`src/rtl/sfc_pkg.sv`:
```
// package: register map, field layout, reset values and states of the serial port configuration block
package sfc_pkg;
  // ---------------------------------------------------------------
  // register addresses (special-function-register space)
  // ---------------------------------------------------------------
  localparam logic [7:0] CTRL_ADDR   = 8'hF8;
  localparam logic [7:0] DATA_ADDR   = 8'h9B;
  localparam logic [7:0] CFG_ADDR    = 8'h9A;
  localparam logic [7:0] CKDIV_ADDR  = 8'h9D;
  // ---------------------------------------------------------------
  // configuration fields
  // ---------------------------------------------------------------
  localparam int         CFG_PHA_BIT = 7;
  localparam int         CFG_POL_BIT = 6;
  localparam int         CFG_BC_LSB  = 3;
  localparam int         CFG_FL_LSB  = 0;
  localparam logic [7:0] CFG_RESET   = 8'h07;
  localparam logic [7:0] CFG_WMASK   = 8'hC7;
  // ---------------------------------------------------------------
  // control fields
  // ---------------------------------------------------------------
  localparam int         CTL_DONE_BIT = 7;
  localparam int         CTL_WCOL_BIT = 6;
  localparam int         CTL_BUSY_BIT = 3;
  localparam int         CTL_MST_BIT  = 1;
  localparam int         CTL_EN_BIT   = 0;
  localparam logic [7:0] CTL_RESET    = 8'h00;
  localparam logic [7:0] CKDIV_RESET  = 8'h00;

  typedef struct packed {
    logic       clock_phase_sel;
    logic       clock_polarity_sel;
    logic [2:0] frame_length_sel;
  } sfc_cfg_t;

  typedef enum logic [2:0] {
    ST_IDLE  = 3'b001,
    ST_LEAD  = 3'b010,
    ST_TRAIL = 3'b100
  } sfc_state_t;
endpackage : sfc_pkg

```
`src/rtl/sfc_half_period.sv`:
```
// module: serial clock half-period enable generator
`timescale 1ns/100ps
module sfc_half_period #(
  parameter int W = 8
) (
  // clock and reset
  input  wire logic         mclk,
  input  wire logic         reset_n,
  // control
  input  wire logic         run,
  input  wire logic [W-1:0] divider,
  // enable out
  output logic              tick
);
  logic [W:0] cnt_r;
  logic [W:0] cnt_nxt;
  logic [W:0] limit;

  // half period is divider+1 system clocks, so scl = mclk/(2*(div+1))
  assign limit = {1'b0, divider};
  assign tick  = run && (cnt_r == limit);

  always_comb begin
    cnt_nxt = cnt_r;
    if (!run || tick) begin
      cnt_nxt = '0;
    end else begin
      cnt_nxt = cnt_r + 1'b1;
    end
  end

  always_ff @(posedge mclk or negedge reset_n) begin
    if (!reset_n) begin
      cnt_r <= '0;
    end else begin
      cnt_r <= cnt_nxt;
    end
  end
endmodule : sfc_half_period

```
`src/rtl/sfc_port.sv`:
```
// module: serial port with configuration register, bit progress count and master shifter
//
// Function
// - phase bit 0 samples on first clock edge, 1 on second edge.
// - polarity bit sets serial clock idle level, 0 low, 1 high.
// - read-only three-bit count shows which bit of word was sent.
// - frame length code n shifts n+1 bits in master mode only.
// - configuration register resets to 00000111.
// - port controlled by control, data, configuration and divider registers.
// - serial data shifted most significant bit first both directions.
// - data write when enabled in master mode and idle starts transfer; done flag set at end.
`timescale 1ns/100ps
module sfc_port #(
  parameter int DIV_W = 8
) (
  // clock and reset
  input  wire logic       mclk,
  input  wire logic       reset_n,
  // special-function-register access
  input  wire logic [7:0] sfr_addr,
  input  wire logic       sfr_wr,
  input  wire logic       sfr_rd,
  input  wire logic [7:0] sfr_wdata,
  output logic      [7:0] sfr_rdata,
  // serial pins
  output logic            sck_o,
  output logic            sck_oe,
  output logic            mosi_o,
  output logic            mosi_oe,
  input  wire logic       miso_i
);
  // ---------------------------------------------------------------
  // registers
  // ---------------------------------------------------------------
  sfc_pkg::sfc_cfg_t  cfg_r, cfg_nxt;
  logic [2:0]         bit_progress_count_r, bit_progress_count_nxt;
  logic [7:0]         ctrl_r, ctrl_nxt;
  logic [7:0]         serial_clock_divider_r, serial_clock_divider_nxt;
  logic [7:0]         shift_r, shift_nxt;
  logic [7:0]         rx_buf_r, rx_buf_nxt;
  logic [2:0]         bits_left_r, bits_left_nxt;
  logic               sck_r, sck_nxt;
  logic               sample_r, sample_nxt;
  logic               miso_s1_r, miso_s2_r;
  sfc_pkg::sfc_state_t state_r, state_nxt;
  logic               tick;
  logic               port_enable, master_enable, busy;
  logic               wr_cfg, wr_ctl, wr_dat, wr_div;

  assign port_enable   = ctrl_r[sfc_pkg::CTL_EN_BIT];
  assign master_enable = ctrl_r[sfc_pkg::CTL_MST_BIT];
  assign busy          = (state_r != sfc_pkg::ST_IDLE);
  assign wr_cfg = sfr_wr && (sfr_addr == sfc_pkg::CFG_ADDR);
  assign wr_ctl = sfr_wr && (sfr_addr == sfc_pkg::CTRL_ADDR);
  assign wr_dat = sfr_wr && (sfr_addr == sfc_pkg::DATA_ADDR);
  assign wr_div = sfr_wr && (sfr_addr == sfc_pkg::CKDIV_ADDR);

  // ---------------------------------------------------------------
  // serial clock half-period enable
  // ---------------------------------------------------------------
  // runs only while busy so every frame opens with a full half period
  sfc_half_period #(
    .W       (DIV_W)
  ) u_half (
    .mclk    (mclk),
    .reset_n (reset_n),
    .run     (busy),
    .divider (serial_clock_divider_r[DIV_W-1:0]),
    .tick    (tick)
  );

  // ---------------------------------------------------------------
  // miso synchroniser
  // ---------------------------------------------------------------
  // two clocks of latency; a divider below 2 would sample stale data
  always_ff @(posedge mclk or negedge reset_n) begin
    if (!reset_n) begin
      miso_s1_r <= 1'b0;
      miso_s2_r <= 1'b0;
    end else begin
      miso_s1_r <= miso_i;
      miso_s2_r <= miso_s1_r;
    end
  end

  // ---------------------------------------------------------------
  // register writes and transfer engine
  // ---------------------------------------------------------------
  always_comb begin
    cfg_nxt                  = cfg_r;
    ctrl_nxt                 = ctrl_r;
    serial_clock_divider_nxt = serial_clock_divider_r;
    shift_nxt                = shift_r;
    rx_buf_nxt               = rx_buf_r;
    bits_left_nxt            = bits_left_r;
    bit_progress_count_nxt   = bit_progress_count_r;
    sck_nxt                  = sck_r;
    sample_nxt               = sample_r;
    state_nxt                = state_r;
    // counter bits are never written; only phase, polarity, length
    if (wr_cfg) begin
      cfg_nxt.clock_phase_sel    = sfr_wdata[sfc_pkg::CFG_PHA_BIT];
      cfg_nxt.clock_polarity_sel = sfr_wdata[sfc_pkg::CFG_POL_BIT];
      cfg_nxt.frame_length_sel   = sfr_wdata[sfc_pkg::CFG_FL_LSB +: 3];
    end
    if (wr_div) begin
      serial_clock_divider_nxt = sfr_wdata;
    end
    if (wr_ctl) begin
      // busy is read only; done and collision writable so software can clear
      ctrl_nxt = {sfr_wdata[7:4], ctrl_r[sfc_pkg::CTL_BUSY_BIT], sfr_wdata[2:0]};
    end
    if (!busy) begin
      sck_nxt = cfg_r.clock_polarity_sel;
    end
    case (state_r)
      sfc_pkg::ST_IDLE: begin
        if (wr_dat && port_enable && master_enable) begin
          shift_nxt              = sfr_wdata;
          bits_left_nxt          = cfg_r.frame_length_sel;
          bit_progress_count_nxt = 3'h0;
          state_nxt              = sfc_pkg::ST_LEAD;
        end
      end
      sfc_pkg::ST_LEAD: begin
        if (tick) begin
          sck_nxt   = ~sck_r;
          state_nxt = sfc_pkg::ST_TRAIL;
          // phase 0 samples on leading edge
          if (!cfg_r.clock_phase_sel) begin
            sample_nxt = miso_s2_r;
          end
        end
      end
      sfc_pkg::ST_TRAIL: begin
        if (tick) begin
          sck_nxt     = ~sck_r;
          if (cfg_r.clock_phase_sel) begin
            sample_nxt = miso_s2_r;
          end
          shift_nxt = {shift_r[6:0], cfg_r.clock_phase_sel ? miso_s2_r : sample_r};
          // last bit: count holds its index until the next transfer
          // received word goes to a separate copy so reads see a whole word
          if (bits_left_r == 3'h0) begin
            state_nxt                        = sfc_pkg::ST_IDLE;
            rx_buf_nxt                       = {shift_r[6:0], cfg_r.clock_phase_sel ? miso_s2_r : sample_r};
            ctrl_nxt[sfc_pkg::CTL_DONE_BIT]  = 1'b1;
          end else begin
            bits_left_nxt          = bits_left_r - 3'h1;
            bit_progress_count_nxt = bit_progress_count_r + 3'h1;
            state_nxt              = sfc_pkg::ST_LEAD;
          end
        end
      end
      default: begin
        state_nxt = sfc_pkg::ST_IDLE;
      end
    endcase
    // write during transfer is dropped and flagged; set wins over clear
    if (wr_dat && busy) begin
      ctrl_nxt[sfc_pkg::CTL_WCOL_BIT] = 1'b1;
    end
    if (!port_enable && !(wr_ctl && sfr_wdata[sfc_pkg::CTL_EN_BIT])) begin
      state_nxt = sfc_pkg::ST_IDLE;
    end
    ctrl_nxt[sfc_pkg::CTL_BUSY_BIT] = (state_nxt != sfc_pkg::ST_IDLE);
  end

  always_ff @(posedge mclk or negedge reset_n) begin
    if (!reset_n) begin
      cfg_r                  <= sfc_pkg::sfc_cfg_t'({sfc_pkg::CFG_RESET[7:6], sfc_pkg::CFG_RESET[2:0]});
      bit_progress_count_r   <= sfc_pkg::CFG_RESET[5:3];
      ctrl_r                 <= sfc_pkg::CTL_RESET;
      serial_clock_divider_r <= sfc_pkg::CKDIV_RESET;
      shift_r                <= 8'h00;
      rx_buf_r               <= 8'h00;
      bits_left_r            <= 3'h0;
      sck_r                  <= 1'b0;
      sample_r               <= 1'b0;
      state_r                <= sfc_pkg::ST_IDLE;
    end else begin
      cfg_r                  <= cfg_nxt;
      bit_progress_count_r   <= bit_progress_count_nxt;
      ctrl_r                 <= ctrl_nxt;
      serial_clock_divider_r <= serial_clock_divider_nxt;
      shift_r                <= shift_nxt;
      rx_buf_r               <= rx_buf_nxt;
      bits_left_r            <= bits_left_nxt;
      sck_r                  <= sck_nxt;
      sample_r               <= sample_nxt;
      state_r                <= state_nxt;
    end
  end

  // ---------------------------------------------------------------
  // pins
  // ---------------------------------------------------------------
  // no slave mode: pins are released unless enabled as master
  assign sck_o   = sck_r;
  assign sck_oe  = port_enable && master_enable;
  assign mosi_o  = shift_r[7];
  assign mosi_oe = port_enable && master_enable;

  // ---------------------------------------------------------------
  // read mux
  // ---------------------------------------------------------------
  always_comb begin
    sfr_rdata = 8'h00;
    if (sfr_rd) begin
      case (sfr_addr)
        sfc_pkg::CFG_ADDR:   sfr_rdata = {cfg_r.clock_phase_sel, cfg_r.clock_polarity_sel,
                                          bit_progress_count_r, cfg_r.frame_length_sel};
        sfc_pkg::CTRL_ADDR:  sfr_rdata = ctrl_r;
        sfc_pkg::DATA_ADDR:  sfr_rdata = rx_buf_r;
        sfc_pkg::CKDIV_ADDR: sfr_rdata = serial_clock_divider_r;
        default:             sfr_rdata = 8'h00;
      endcase
    end
  end
endmodule : sfc_port

```
`config.mk`:
```
export PLATFORM = sky130hd
export DESIGN_NAME = sfc_port
export DESIGN_NICKNAME = d
export VERILOG_FILES = /design/src/rtl/sfc_pkg.sv /design/src/rtl/sfc_half_period.sv /design/src/rtl/sfc_port.sv
export SDC_FILE = /design/constraint.sdc
export NUM_CORES = 1
export LEC_CHECK = 0
export BUFFER_PORTS_ARGS = -buffer_cell sky130_fd_sc_hd__buf_4
export CAP_MARGIN = 30
export CORE_MARGIN = 10
export CORE_UTILIZATION = 53
export DETAILED_ROUTE_END_ITERATION = 16
export PLACE_DENSITY = 0.76
export SYNTH_ARGS = -nofsm -noshare
export SYNTH_HDL_FRONTEND = slang
export SYNTH_SLANG_ARGS = --single-unit
```
`constraint.sdc`:
```
create_clock -name mclk -period 1.9 [get_ports mclk]
set_input_delay 0.285 -clock mclk [delete_from_list [all_inputs] [get_ports mclk]]
set_output_delay 0.285 -clock mclk [all_outputs]
set_load 0.02 [all_outputs]
```
==> impl_metrics.csv <==
group,metric,value,unit
logic_synthesis,synth_flop_cell,"dfrtp_1",
sta,setup-tns-final,0,ns
placement,dp_hpwl,6.25,mm
power_and_ir_drop,powerDensity,698,nW/µm²
clock_network,cts.sinks,59,
sta,fin_crit_sh,98.4,%
global_route,grt_pass1_vias,2714,
run,max_cap_viol_count,0,
drt,ant_nets,0,
logic_synthesis,syn_nets,306,
final_layout,n_antenna_cell,0,
drt,drtIter0Drc,295,
floorplanning,die_h,96.2,µm
sta,grt_setup_unrepaired,"yes",
global_route,grt_max_degree,60,
floorplanning,core-area,5570,µm²
worst_setup_path,arrival,2.10,ns
final_layout,final_common_cell,"buf_4",
floorplanning,rows,27,
clock_network,numCtsBuffers,9,
final_layout,drive_gt1_share,41.4,%
logic_synthesis,yosysTopAreaCellShare,44.7,%
floorplanning,io-pin-count,33,
final_layout,post-route-util,72.5,%
sta,final_max_slew_viol_count,0,
clock_network,root_buffer,"clkbuf_8",
placement,dp_slack,-0.160,ns
drt,avgRoutedWirePerCell,19.9,µm
drt,drcViolationCount,0,
run_status,status,"completed",
sta,setup_violations,0,
sta,clock_skew,0.0141,ns
floorplanning,die-area,9260,µm²
sta,fin_hold_ws,0.00372,ns
final_layout,layout_common_cells,"buf_4, dfrtp_1, nor2_1",
power_and_ir_drop,max-vdd-ir-drop,0.726,mV
final_layout,areaGrowthSynthToFinish,31.3,%
global_route,grt-ovfl-total,0,
drt,drtPass1Iterations,6,
power_and_ir_drop,leakage,1.91,nW
sta,finalHoldViolCount,0,
global_route,grt_use_total,19.3,%
worst_setup_path,path_class,"register to register",
logic_synthesis,avgSynthCellArea,11.0,µm²
clock_network,path_clk_slew,0.07,ns
sta,period_needed,1.87,ns
final_layout,finalNetCount,387,
drt,viasPerCell,6.08,
logic_synthesis,synth-async-reset-ratio,100,%
drt,num_vias,2669,
final_layout,fill_cells,406,
sta,timing.fmax,535,MHz
clock_network,clock_latency,0.34,ns
clock_network,htreeDepth,3,
sta,setup_slack,0.0310,ns
logic_synthesis,synth_edf_count,0,
worst_setup_path,r2r_cells,7,
worst_setup_path,end_kind,"register",
hold_path,worstHoldPathType,"primary input to async pin",
placement,portBuffers,32,
global_route,grt_pass1_wl,13.8,mm
logic_synthesis,synth_cells,281,
logic_synthesis,netlist_area,3080,µm²
floorplanning,fp.dieW,96.2,µm
final_layout,final_area,4040,µm²
logic_synthesis,ys_seq_elements,59,
worst_setup_path,start_kind,"register",
logic_synthesis,synthTopCellsByArea,"dfrtp_1, mux2_2, nor2_1",
placement,gp_congestion,0.902,
logic_synthesis,ys_seq_area_share,48.1,%
worst_setup_path,cp_max_fo,10,
floorplanning,start_util,55.2,%
worst_setup_path,required,2.13,ns
global_route,grt_antenna_before_repair,0,
logic_synthesis,synth_top_area_cell,"dfrtp_1",
drt,wl,8.75,mm
clock_network,ctsHoldBuffers,0,
final_layout,stdcell_count,439,
logic_synthesis,synth_cell_types,58,
clock_network,cts_tree,"done",
power_and_ir_drop,power,2.82,mW
sta,worst_pin_slew,0.750,ns
clock_network,clock_path_buffers,2,
placement,place_area,3690,µm²
logic_synthesis,yosysWarnings,0,
placement,dp.cells,418,
sta,relSlewSlack,50.0,%
report_power, final:
| part | switching, mW | total (mW) | leakage [nW] | internal (mW) |
|---|---|---|---|---|
| Clock | 0.517 | 1.20 | 0.102 | 0.679 |
| Combinational | 0.165 | 0.320 | 1.03 | 0.155 |
| Sequential | 0.0233 | 1.31 | 0.776 | 1.28 |
| Total | 0.705 | 2.82 | 1.91 | 2.12 |
per-layer routing:
layer	GRT usage, %	part of all wire, %
met4	9.21	2.3
met3	4.12	6.3
met1	24.5	43
met5	0	0
met2	30.6	49
final cells by class:
class,instances,area (µm²),area share (%)
multi-input cells,206,1600,39.7
flip-flops and latches,59,1480,36.7
repair buffers,80,633,15.7
clock buffers,11,151,3.75
well taps,72,90.1,2.23
clock inverters,5,58.8,1.46
inverters,6,22.5,0.557
cell families (layout without fill, tap and decap cells):
| group | Yosys count | count (layout) | synth area share, % |
|---|---|---|---|
| XOR/XNOR | 15 | 15 | 4.27 |
| buffers and inverters | 16 | 102 | 2.36 |
| AO/OA/AOI/OAI | 63 | 63 | 15.7 |
| AND/OR/NAND/NOR | 95 | 95 | 17.5 |
| flip-flops | 59 | 59 | 48.1 |
| adder cells (fa/ha/maj) | 4 | 4 | 1.63 |
| multiplexers | 29 | 29 | 10.4 |
critical path: stages, from the launching register on:
cell     delay (ns)
dfrtp_1        0.40
xor2_1         0.20
nor4_4         0.27
buf_4          0.18
nand3_4        0.12
buf_12         0.16
o32a_1         0.33
o21a_1         0.11
flip-flops by register name, indices dropped and copies added (netlist names):
name                    flops
u_half.cnt_r                9
ctrl_r                      8
rx_buf_r                    8
serial_clock_divider_r      8
shift_r                     8
cfg_r                       5
bit_progress_count_r        3
bits_left_r                 3
state_r                     3
miso_s1_r                   1
miso_s2_r                   1
sample_r                    1
sck_o                       1
Yosys cell counts, drive strengths merged (4+ instances only):
master / number
o21a: 7
a22oi: 4
and3: 7
xnor2: 4
mux2: 24
xor2: 11
nand2: 12
mux2i: 5
dfstp: 4
nor2b: 4
clkbuf: 7
dfrtp: 55
a22o: 4
o21ai: 10
nor2: 32
a222oi: 4
nand3: 14
a221oi: 5
nor3: 5
ha: 4
o32a: 5
inv: 6
a21oi: 8
worst paths after layout:
path	slack (ns)	startpoint	end
setup / recovery	0.03	serial_clock_divider_r[6]	shift_r[5]
hold / removal	0.004	reset_n	u_half.cnt_r[2]
setup reg to reg	0.03	serial_clock_divider_r[6]	shift_r[5]
hold reg to reg	0.37	miso_s1_r	miso_s2_r
max in group asynchronous	1.38	reset_n	state_r[1]
min in group mclk	0.05	miso_i	miso_s1_r
timing repair:
item	in CTS	in global routing
setup endpoints to repair	17	23
pin swaps	1	6
gates resized for setup	5	15
buffers inserted	1	4
endpoints found under the hold margin	0	0
(Power assumes the default switching activity.)
